==> src/pkg/ddr_strobe_pkg.sv <==
// Constants, register map and field layout for the DDR strobe delay control block.
// Assumes a 100 MHz APB clock and strobe pads sampled on that clock.
package ddr_strobe_pkg;

    // Widths of codes and settings
    localparam int CODE_W     = 7;   // Calibration code width
    localparam int WL_W       = 8;   // Dynamic write delay width, inversion in the top bit
    localparam int PAD_N      = 4;   // Pads that may be routed to the strobe logic
    localparam int DQ_N       = 11;  // Data pads reached by one strobe group
    localparam int RD_LINE_N  = 128; // Read delay line taps, one per code value
    localparam int WR_LINE_N  = 256; // Write delay line taps, code plus write steps
    localparam int ADDR_W     = 8;
    localparam int DATA_W     = 32;

    // Register byte addresses
    localparam logic [ADDR_W-1:0] ADDR_CTRL    = 8'h00;
    localparam logic [ADDR_W-1:0] ADDR_WLDEL   = 8'h04;
    localparam logic [ADDR_W-1:0] ADDR_STATUS  = 8'h08;
    localparam logic [ADDR_W-1:0] ADDR_APPLIED = 8'h0C;

    // Banks served by the left loop; every other bank goes right
    localparam logic [2:0] BANK_LEFT_A = 3'h0;
    localparam logic [2:0] BANK_LEFT_B = 3'h7;
    localparam logic [2:0] BANK_LEFT_C = 3'h6;

    // Pads wired for strobe duty: pads 0 and 2 only
    localparam logic [PAD_N-1:0] PAD_STROBE_OK = 4'h5;

    // Reset values and code limits
    localparam logic [CODE_W-1:0] CODE_RST = 7'h40;
    localparam logic [WL_W-1:0]   WL_RST   = 8'h00;
    localparam logic [CODE_W-1:0] CODE_MAX = 7'h7F;
    localparam logic [CODE_W-1:0] CODE_MIN = 7'h00;

    // Calibration update interval
    localparam int CLK_PERIOD_NS  = 10;
    localparam int CAL_UPDATE_NS  = 1000;
    localparam int CAL_UPDATE_CYC = CAL_UPDATE_NS / CLK_PERIOD_NS;
    localparam int CAL_CNT_W      = 7;
    localparam logic [CAL_CNT_W-1:0] CAL_LAST = CAL_CNT_W'(CAL_UPDATE_CYC - 1);

    // Control register layout, msb first
    typedef struct packed {
        logic [1:0] pad_sel;             // Pad routed to the strobe logic
        logic [2:0] bank;                // Bank of the strobe group
        logic       wr_en;               // Write strobe generation on
        logic       eleven_pads;         // Group has 11 data pads, else 10
        logic       double_rate_gearbox; // Two-stage capture gearbox in use
    } ctrl_t;

    localparam logic [7:0] CTRL_RST = 8'h00;

endpackage

==> src/ddr_strobe_delay_control.sv <==
// DDR strobe delay control: two calibration loops, read strobe delay and
// capture controls, write gear clocks and leveled write strobe, APB registers.
// Assumes strobe pads and loop phase detectors are asynchronous to pclk and
// that the fabric controller drives write leveling through the registers.
//
// Function
// - Left loop banks 0,7,6; right 1,2,3
// - Each loop hands out a 7-bit code
// - Loops track drift continuously via feedback
// - Only strobe-capable pads reach the strobe path
// - Read strobe delayed a quarter period by code
// - Delayed strobe fans out to 10/11 pads
// - Read side makes capture polarity select
// - Double-rate gearbox gets stage transfer strobe
// - Write side makes two gearing clocks
// - Write strobe delayed by code plus setting
// - Write setting selects 128 delay steps
// - Setting top bit inverts, 180 degree shift
// - Delayed, inverted result is the write strobe
//
// Our own choices: the APB register port and the address map.
`timescale 1ns/10ps
`default_nettype none

module ddr_strobe_delay_control (
    input  wire logic                                pclk,
    input  wire logic                                presetn,
    input  wire logic                                psel,
    input  wire logic                                penable,
    input  wire logic                                pwrite,
    input  wire logic [ddr_strobe_pkg::ADDR_W-1:0]   paddr,
    input  wire logic [ddr_strobe_pkg::DATA_W-1:0]   pwdata,
    output logic      [ddr_strobe_pkg::DATA_W-1:0]   prdata,
    output logic                                     pready,
    output logic                                     pslverr,
    input  wire logic [ddr_strobe_pkg::PAD_N-1:0]    strobe_pad_in,
    input  wire logic [1:0]                          dll_lag,
    output logic      [ddr_strobe_pkg::CODE_W-1:0]   dll_delay_code_left,
    output logic      [ddr_strobe_pkg::CODE_W-1:0]   dll_delay_code_right,
    output logic      [ddr_strobe_pkg::DQ_N-1:0]     read_strobe_delayed,
    output logic                                     capture_clock_polarity,
    output logic                                     gearbox_transfer_strobe,
    output logic                                     write_gear_clock_0,
    output logic                                     write_gear_clock_1,
    output logic                                     write_strobe_shifted
);

    // Pad and phase detector synchronisers
    logic [ddr_strobe_pkg::PAD_N-1:0] pad_s1_ff;  // First stage, read only by second
    logic [ddr_strobe_pkg::PAD_N-1:0] pad_s2_ff;  // Safe pad levels
    logic [1:0]                       lag_s1_ff;  // First stage of loop feedback
    logic [1:0]                       lag_s2_ff;  // Safe loop feedback

    always_ff @(posedge pclk or negedge presetn) begin
        if (!presetn) begin
            pad_s1_ff <= '0;
            pad_s2_ff <= '0;
            lag_s1_ff <= '0;
            lag_s2_ff <= '0;
        end else begin
            pad_s1_ff <= strobe_pad_in;
            pad_s2_ff <= pad_s1_ff;
            lag_s1_ff <= dll_lag;
            lag_s2_ff <= lag_s1_ff;
        end
    end

    // APB register state
    ddr_strobe_pkg::ctrl_t                ctrl_ff, nxt_ctrl;      // Control fields
    logic [ddr_strobe_pkg::WL_W-1:0]      wl_ff, nxt_wl;          // Write leveling setting
    logic [ddr_strobe_pkg::DATA_W-1:0]    prdata_ff, nxt_prdata;  // Read data
    logic                                 pready_ff, nxt_pready;  // Access phase answer
    logic                                 pslverr_ff, nxt_pslverr;
    logic                                 wr_access;              // Write completes now
    logic                                 addr_hit;               // Mapped address

    // Block state read back over the bus
    logic [ddr_strobe_pkg::CODE_W-1:0]    cal_code_ff [2];        // Loop codes, 0 left
    logic [ddr_strobe_pkg::CODE_W-1:0]    rd_code_ff;             // Code in use, read
    logic [ddr_strobe_pkg::CODE_W-1:0]    wr_code_ff;             // Code in use, write
    logic [ddr_strobe_pkg::WL_W-1:0]      wl_act_ff;              // Setting in use
    logic                                 pol_ff;
    logic                                 pad_bad;
    logic                                 rd_idle;

    // Register decode; answer one cycle after setup, no wait states
    always_comb begin
        nxt_ctrl    = ctrl_ff;
        nxt_wl      = wl_ff;
        nxt_prdata  = prdata_ff;
        nxt_pready  = 1'b0;
        nxt_pslverr = 1'b0;
        addr_hit    = (paddr == ddr_strobe_pkg::ADDR_CTRL)   ||
                      (paddr == ddr_strobe_pkg::ADDR_WLDEL)  ||
                      (paddr == ddr_strobe_pkg::ADDR_STATUS) ||
                      (paddr == ddr_strobe_pkg::ADDR_APPLIED);
        wr_access   = psel && penable && pready_ff && pwrite && !pslverr_ff;
        if (psel && !penable) begin
            // Setup cycle: prepare answer for the access phase
            nxt_pready  = 1'b1;
            nxt_pslverr = !addr_hit;
            unique case (paddr)
                ddr_strobe_pkg::ADDR_CTRL:    nxt_prdata = {24'h000000, ctrl_ff};
                ddr_strobe_pkg::ADDR_WLDEL:   nxt_prdata = {24'h000000, wl_ff};
                ddr_strobe_pkg::ADDR_STATUS:  nxt_prdata = {13'h0000, rd_idle, pad_bad,
                                                            pol_ff, 1'b0, cal_code_ff[1],
                                                            1'b0, cal_code_ff[0]};
                ddr_strobe_pkg::ADDR_APPLIED: nxt_prdata = {9'h000, wr_code_ff, wl_act_ff,
                                                            1'b0, rd_code_ff};
                default:                      nxt_prdata = 32'h00000000;
            endcase
        end
        if (wr_access) begin
            // Fabric controller sets the leveling value here
            if (paddr == ddr_strobe_pkg::ADDR_CTRL) begin
                nxt_ctrl = ddr_strobe_pkg::ctrl_t'(pwdata[7:0]);
            end
            if (paddr == ddr_strobe_pkg::ADDR_WLDEL) begin
                nxt_wl = pwdata[ddr_strobe_pkg::WL_W-1:0];
            end
        end
    end

    always_ff @(posedge pclk or negedge presetn) begin
        if (!presetn) begin
            ctrl_ff    <= ddr_strobe_pkg::ctrl_t'(ddr_strobe_pkg::CTRL_RST);
            wl_ff      <= ddr_strobe_pkg::WL_RST;
            prdata_ff  <= '0;
            pready_ff  <= 1'b0;
            pslverr_ff <= 1'b0;
        end else begin
            ctrl_ff    <= nxt_ctrl;
            wl_ff      <= nxt_wl;
            prdata_ff  <= nxt_prdata;
            pready_ff  <= nxt_pready;
            pslverr_ff <= nxt_pslverr;
        end
    end

    // Shared update tick for both loops; slow enough to ride out detector noise
    logic [ddr_strobe_pkg::CAL_CNT_W-1:0] cal_cnt_ff, nxt_cal_cnt;
    logic                                 cal_tick;

    always_comb begin
        cal_tick    = (cal_cnt_ff == ddr_strobe_pkg::CAL_LAST);
        nxt_cal_cnt = cal_tick ? '0 : cal_cnt_ff + 1'b1;
    end

    always_ff @(posedge pclk or negedge presetn) begin
        if (!presetn) begin
            cal_cnt_ff <= '0;
        end else begin
            cal_cnt_ff <= nxt_cal_cnt;
        end
    end

    // One calibration loop per side, bang-bang up/down on the lag detector
    for (genvar side = 0; side < 2; side++) begin : g_loop
        logic [ddr_strobe_pkg::CODE_W-1:0] nxt_code;

        always_comb begin
            nxt_code = cal_code_ff[side];
            if (cal_tick) begin
                // Saturate rather than wrap: a wrap would jump a full period
                if (lag_s2_ff[side] && cal_code_ff[side] != ddr_strobe_pkg::CODE_MAX) begin
                    nxt_code = cal_code_ff[side] + 1'b1;
                end else if (!lag_s2_ff[side] &&
                             cal_code_ff[side] != ddr_strobe_pkg::CODE_MIN) begin
                    nxt_code = cal_code_ff[side] - 1'b1;
                end
            end
        end

        always_ff @(posedge pclk or negedge presetn) begin
            if (!presetn) begin
                cal_code_ff[side] <= ddr_strobe_pkg::CODE_RST;
            end else begin
                cal_code_ff[side] <= nxt_code;
            end
        end
    end

    // Strobe source, side selection and read delay line
    logic                                 bank_left;   // Group belongs to left loop
    logic [ddr_strobe_pkg::CODE_W-1:0]    side_code;   // Code offered to this group
    logic                                 strb_sel;    // Strobe after pad qualification
    logic [ddr_strobe_pkg::RD_LINE_N-1:0] rd_line_ff, nxt_rd_line;
    logic [ddr_strobe_pkg::CODE_W-1:0]    nxt_rd_code;
    logic                                 rd_out_ff, nxt_rd_out;
    logic                                 rd_rise;
    logic                                 burst_ff, nxt_burst;
    logic                                 half_ff, nxt_half;
    logic                                 nxt_pol, nxt_xfer, xfer_ff;
    logic [ddr_strobe_pkg::DQ_N-1:0]      pads_ff, nxt_pads;

    always_comb begin
        bank_left   = (ctrl_ff.bank == ddr_strobe_pkg::BANK_LEFT_A) ||
                      (ctrl_ff.bank == ddr_strobe_pkg::BANK_LEFT_B) ||
                      (ctrl_ff.bank == ddr_strobe_pkg::BANK_LEFT_C);
        side_code   = bank_left ? cal_code_ff[0] : cal_code_ff[1];
        pad_bad     = !ddr_strobe_pkg::PAD_STROBE_OK[ctrl_ff.pad_sel];
        strb_sel    = pad_s2_ff[ctrl_ff.pad_sel] && !pad_bad;
        nxt_rd_line = {rd_line_ff[ddr_strobe_pkg::RD_LINE_N-2:0], strb_sel};
        // An empty line means no burst is in flight
        rd_idle     = (rd_line_ff == '0) && !strb_sel;
        nxt_rd_code = rd_idle ? side_code : rd_code_ff;
        nxt_rd_out  = rd_line_ff[rd_code_ff];
        rd_rise     = nxt_rd_out && !rd_out_ff;
        nxt_burst   = rd_idle ? 1'b0 : (burst_ff || rd_rise);
        nxt_pol     = pol_ff;
        nxt_half    = rd_idle ? 1'b0 : half_ff;
        nxt_xfer    = 1'b0;
        if (rd_rise) begin
            // First edge of a burst picks the capture phase of the system clock
            if (!burst_ff) begin
                nxt_pol = write_gear_clock_0;
            end
            nxt_half = !half_ff;
            nxt_xfer = ctrl_ff.double_rate_gearbox && half_ff;
        end
        nxt_pads = {nxt_rd_out && ctrl_ff.eleven_pads,
                    {(ddr_strobe_pkg::DQ_N-1){nxt_rd_out}}};
    end

    always_ff @(posedge pclk or negedge presetn) begin
        if (!presetn) begin
            rd_line_ff <= '0;
            rd_code_ff <= ddr_strobe_pkg::CODE_RST;
            rd_out_ff  <= 1'b0;
            burst_ff   <= 1'b0;
            half_ff    <= 1'b0;
            pol_ff     <= 1'b0;
            xfer_ff    <= 1'b0;
            pads_ff    <= '0;
        end else begin
            rd_line_ff <= nxt_rd_line;
            rd_code_ff <= nxt_rd_code;
            rd_out_ff  <= nxt_rd_out;
            burst_ff   <= nxt_burst;
            half_ff    <= nxt_half;
            pol_ff     <= nxt_pol;
            xfer_ff    <= nxt_xfer;
            pads_ff    <= nxt_pads;
        end
    end

    // Write side: gear clocks, leveled strobe delay line
    logic                                 gc0_ff, gc1_ff;
    logic                                 wr_act_ff, nxt_wr_act;
    logic [ddr_strobe_pkg::WR_LINE_N-1:0] wr_line_ff, nxt_wr_line;
    logic [ddr_strobe_pkg::CODE_W-1:0]    nxt_wr_code;
    logic [ddr_strobe_pkg::WL_W-1:0]      nxt_wl_act;
    logic [ddr_strobe_pkg::WL_W-1:0]      wr_tap;
    logic                                 wr_quiet;
    logic                                 wr_out_ff, nxt_wr_out;

    always_comb begin
        // Settings move only with the generator off and the line drained
        wr_quiet    = !wr_act_ff && (wr_line_ff == '0);
        nxt_wr_act  = ctrl_ff.wr_en;
        nxt_wr_code = wr_quiet ? side_code : wr_code_ff;
        nxt_wl_act  = wr_quiet ? wl_ff : wl_act_ff;
        nxt_wr_line = {wr_line_ff[ddr_strobe_pkg::WR_LINE_N-2:0], wr_act_ff && gc0_ff};
        // Low seven bits give 128 steps on top of the loop code
        wr_tap      = {1'b0, wr_code_ff} +
                      {1'b0, wl_act_ff[ddr_strobe_pkg::WL_W-2:0]};
        nxt_wr_out  = wr_line_ff[wr_tap] ^ wl_act_ff[ddr_strobe_pkg::WL_W-1];
    end

    always_ff @(posedge pclk or negedge presetn) begin
        if (!presetn) begin
            gc0_ff     <= 1'b0;
            gc1_ff     <= 1'b0;
            wr_act_ff  <= 1'b0;
            wr_line_ff <= '0;
            wr_code_ff <= ddr_strobe_pkg::CODE_RST;
            wl_act_ff  <= ddr_strobe_pkg::WL_RST;
            wr_out_ff  <= 1'b0;
        end else begin
            gc0_ff     <= !gc0_ff;
            gc1_ff     <= gc1_ff ^ gc0_ff;
            wr_act_ff  <= nxt_wr_act;
            wr_line_ff <= nxt_wr_line;
            wr_code_ff <= nxt_wr_code;
            wl_act_ff  <= nxt_wl_act;
            wr_out_ff  <= nxt_wr_out;
        end
    end

    // Outputs, all straight from flip-flops
    assign prdata                  = prdata_ff;
    assign pready                  = pready_ff;
    assign pslverr                 = pslverr_ff;
    assign dll_delay_code_left     = cal_code_ff[0];
    assign dll_delay_code_right    = cal_code_ff[1];
    assign read_strobe_delayed     = pads_ff;
    assign capture_clock_polarity  = pol_ff;
    assign gearbox_transfer_strobe = xfer_ff;
    assign write_gear_clock_0      = gc0_ff;
    assign write_gear_clock_1      = gc1_ff;
    assign write_strobe_shifted    = wr_out_ff;
endmodule

`default_nettype wire

==> config.mk <==
export PLATFORM = sky130hd
export DESIGN_NAME = ddr_strobe_delay_control
export DESIGN_NICKNAME = d
export VERILOG_FILES = /design/src/pkg/ddr_strobe_pkg.sv /design/src/ddr_strobe_delay_control.sv
export SDC_FILE = /design/constraint.sdc
export NUM_CORES = 1
export LEC_CHECK = 0
export BUFFER_PORTS_ARGS = -buffer_cell sky130_fd_sc_hd__clkbuf_2
export CAP_MARGIN = 20
export CORE_MARGIN = 3
export CORE_UTILIZATION = 35
export DETAILED_ROUTE_END_ITERATION = 8
export GPL_TIMING_DRIVEN = 0
export HOLD_SLACK_MARGIN = 0.15
export PLACE_DENSITY_LB_ADDON = 0.12
export SYNTH_ARGS = -nofsm -noshare
export SYNTH_HDL_FRONTEND = slang
export SYNTH_SLANG_ARGS = --single-unit
==> constraint.sdc <==
create_clock -name pclk -period 5.8 [get_ports pclk]
set_input_delay 0.29 -clock pclk [delete_from_list [all_inputs] [get_ports pclk]]
set_output_delay 0.29 -clock pclk [all_outputs]
set_load 0.02 [all_outputs]
==> results.md <==
Worst setup path:
- The worst setup path is captured at a flip-flop.
- The type of origin of the critical path is a flip-flop.
- By startpoint and endpoint, the worst setup path is classified as flip-flop to flip-flop.
- In this run the worst path has a maximum fanout of 10.
- Data arrives at the worst endpoint at 5480 ps.
- For this design, the slowest cell found on the critical path is clkbuf_1.
- The library cell appearing most often on the critical path is clkbuf_1.
- STA puts the critical path data required time at 6300 ps.
- Traced cell by cell, the critical path runs through ha_1 > inv_1 > fa_1 > clkbuf_1 > clkbuf_1 > clkbuf_1 > mux2i_1 > nand3_1 > nand4_1 > nor2_1 > a311oi_1 > o32ai_1 > or3_1 > nand4_1.
- The worst register-to-register path has a depth of 14.
- The biggest cell delay along the critical path is 770 ps.

Timing:
- The total of endpoints with negative setup slack in the final report is 0.
- The transition at the pin with the smallest max-transition slack is 1060 ps.
- Headroom to the max-slew limit came out at 0.297.
- Static timing analysis puts the maximum clock frequency at 0.201 GHz.
- In the finished design, the share of the clock period the worst path needs comes to 0.859.
- The final-layout worst hold slack is 299 ps.
- Setup repair after global routing left no endpoint under its margin.
- Clock skew on the completed layout was measured at 18.2 ps.
- The shortest period the worst path allows is 4980 ps.
- The final-report hold violation count is 0.
- The number of slew-limit violations in the final report is 0.
- In the final timing run, aggregate negative setup slack is 0 ps.

Route:
- The number of iterations in the first detailed-routing pass is 5.
- After detailed routing, the average wire length per cell comes to 22.2 um.
- The final antenna-violating net count is 0.
- The routed layout has 12.0k vias.
- The total wire length after detailed routing is 50000 um.
- The mean number of vias per cell is 5.34.
- In the routed design, unresolved DRC markers number 0.
- The violation count after the first detailed-route iteration is 754.

Yosys:
- The distinct cell type count of the synthesized netlist is 55.
- The multiplexer area fraction after synthesis is 0.159.
- The post-synth design cell area is 19000 um2.
- The synthesized design spends more area on one cell type than any other, namely dfrtp_1.
- Of the total synthesized cell area, the portion taken by full adders, half adders and majority gates is 0.0150.
- In this run, synthesis produced a sequential element count of 486.
- The fraction of synthesis flops using an asynchronous set or reset pin is 1.00.
- The number of synthesized flops with an enable pin is 0.
- The fraction of the mapped netlist area in compound gates is 0.0356.
- By area, the combinational part of the netlist is dominated by multiplexers.
- The post-synthesis sequential area ratio is 0.639.
- Synthesis produced a netlist whose cell count is 1360.
- In the synthesized netlist the dominant register cell turns out to be dfrtp_1.
- The area share of xor/xnor cells in the synthesized design is 0.0101.
- The share of synthesized area in the top cell type comes to 0.634.
- In this run the mean area of a mapped cell was 14.0 um2.
- The fraction of the mapped netlist area in simple logic gates is 0.116.
- Sorting the synthesized cells by area gives the leading types as dfrtp_1 63%, mux2i_1 7.3%, mux4_2 5.6%.
- The count of synthesis-stage warnings from yosys is 0.

Clock tree:
- Hold repair after CTS inserted 16 buffers.
- TritonCTS built the clock tree.
- After clock tree synthesis, the setup repair step added 0 buffers.
- Clock tree synthesis found a total of 486 sinks.
- The root cell of the clock tree is clkbuf_16.
- The longest clock path from root to sink contains 3 buffers.
- The number of H-tree levels is 2.
- Counting the buffers created by CTS gives 52.
- The source-to-sink clock delay at the later pin of the worst-skew pair is 620 ps.
- Clock-pin slew was measured on the worst setup and hold paths at 60 ps.
- The post-cts gate resize count is 0.

Power:
- The combinational share of power is 0.026.
- In this run the static leakage power is 11.2 nW.
- The total power divided by cell area is 312 nW/um2.
- The internal power summed over all cells is 0.00542 W.
- The switching power total is 0.00155 W.
- The share of total power dissipated in the clock network is 0.481.
- Of the total power, the share spent switching nets is 0.223.
- The part of the total power dissipated in sequential elements is 0.493.
- IR analysis of the VDD net gives a maximum drop of 247 uV.

Placement:
- The total half-perimeter wirelength after legalization and detailed placement is 34400 um.
- The cell total after placement is 2138.
- The routability congestion estimate from global placement is 0.810.
- The port buffer count is 78.

Global routing:
- The first global-routing pass estimated 78600 um of wire.
- Entering global routing, the biggest net connects 111 pins.
- The total global routing track utilization is 0.179.
- After global routing the overflow that remains totals 0.
- The initial antenna violation count is 0.
- The number of global-route vias before repair was 12.8k.

Floorplan:
- The region available for standard cell placement spans 53200 um2.
- The floorplan row count is 84.
- From bottom edge to top edge, the die measures 239 um.
- The number of top-level pins is 115.
- The floorplan step set the die width to 239 um.
- The floorplan step defined a die boundary enclosing 57200 um2.
- The starting density of the core is 0.358.

Final layout:
- The flip-flop and latch area is 12200 um2.
- In the final layout, the share of cells above drive strength 1 is 0.194.
- The library cells used most frequently in the layout, excluding fill and tap cells, are 482 x dfrtp_1, 138 x mux2i_1, 122 x nand3_1, 102 x nor4_1, 77 x clkbuf_2.
- The final-layout fill cell count is 4974.
- The most common library cell in the layout ignoring fill and taps is dfrtp_1.
- The final standard cell count with taps included and fillers excluded is 2251.
- The number of antenna diodes in the final layout is 0.
- The combined area of the multi-input logic cells is 6420 um2.
- In the final design database the tool counted 1592 nets.
- The synthesis-to-layout area growth is 17.4%.

Status:
- The run finished with clean final reports.

Hold path:
- The path class of the tightest hold or removal check is primary input to asynchronous set/reset pin.

Flow run:
- Across the run, the number of max-cap violations was 0.
-- area by class of cell --
class,instances,share of cell area
Tap cell,688,0.0385
Sequential cell,486,0.545
Timing Repair Buffer,98,0.0300
Multi-Input combinational cell,784,0.287
Clock inverter,17,0.00891
Buffer,88,0.0195
Inverter,10,0.00168
Clock buffer,80,0.0692
-- layer usage --
metal	global-route usage	share of wire	routed length, um
met1	0.253	0.47	23300
met2	0.281	0.47	23400
met3	0.0292	0.038	1900
met4	0.0618	0.029	1480
met5	0	0	0
-- synthesized netlist by cell type (10+ instances only) --
library cell / number
dfrtp_1: 482
nor2_1: 27
ha_1: 18
mux2_2: 52
buf_4: 19
clkbuf_1: 48
xor2_1: 12
nand2_1: 44
o21ai_0: 25
nand3_1: 122
xnor2_1: 10
a31oi_1: 12
mux4_2: 47
nor4_1: 102
nor2b_1: 14
mux2i_1: 138
nand4_1: 43
a2111oi_0: 12
a21oi_1: 12
and4_1: 15
-- power groups by stage --
stage	Clock (W)	Sequential [W]	Combinational, W
finish	0.00335	0.00344	0.000183
global route	0.00359	0.00344	0.000207
CTS	0.00345	0.00344	0.000189
detailed placement	0	0.00350	0.000180
global placement	0	0.00350	0.000169
floorplan	0	0.00349	0.0000677
-- sequential cells by signal (all words and copies together) (netlist names), 7 cells and up --
name / flops
wl_act_ff: 8
prdata: 23
rd_line_ff: 128
wr_code_ff: 7
rd_code_ff: 7
dll_delay_code_right: 7
ctrl_ff: 7
wr_line_ff: 256
dll_delay_code_left: 7
wl_ff: 8
cal_cnt_ff: 7
-- per-stage QoR --
stage | worst slack, ps | instance area [um2] | util | power, W
after CTS | 866 | 22300 | 0.420 | 0.00707
after detailed placement | 896 | 20400 | 0.384 | 0.00368
after floorplan | 2560 | 19100 | - | 0.00356
after global placement | -6660 | 20300 | 0.382 | 0.00367
after global routing | 631 | 22300 | 0.420 | 0.00723
final | 817 | 22300 | 0.420 | 0.00697
-- cells by family (layout without fill, tap and decap cells) --
logic type,count (synthesis),in the layout
XOR/XNOR,22,22
adder cells (fa/ha/maj),21,21
buffers and inverters,98,293
AND/OR/NAND/NOR,397,397
other,1,9
multiplexers,237,237
flip-flops,486,486
AO/OA/AOI/OAI,98,98
-- worst paths after layout --
kind,slack [ps],start,to
max,820,wl_act_ff[0],write_strobe_shifted
min,300,presetn,wr_line_ff[235]
max reg2reg,820,wl_act_ff[0],write_strobe_shifted
min reg2reg,350,pad_s1_ff[0],pad_s2_ff[0]
max in group asynchronous,3950,presetn,prdata[4]
min in group pclk,310,paddr[1],pslverr
-- worst max-delay path: cells and delay by family, from the launching register on --
| kind | cells | cell delay [ps] |
|---|---|---|
| buf+inv | 4 | 1710 |
| compound gates | 2 | 940 |
| simple gates | 5 | 850 |
| fa+ha+maj | 2 | 670 |
| flops | 1 | 390 |
| mux | 1 | 320 |
Note: power is estimated with default switching activity, not from simulation.
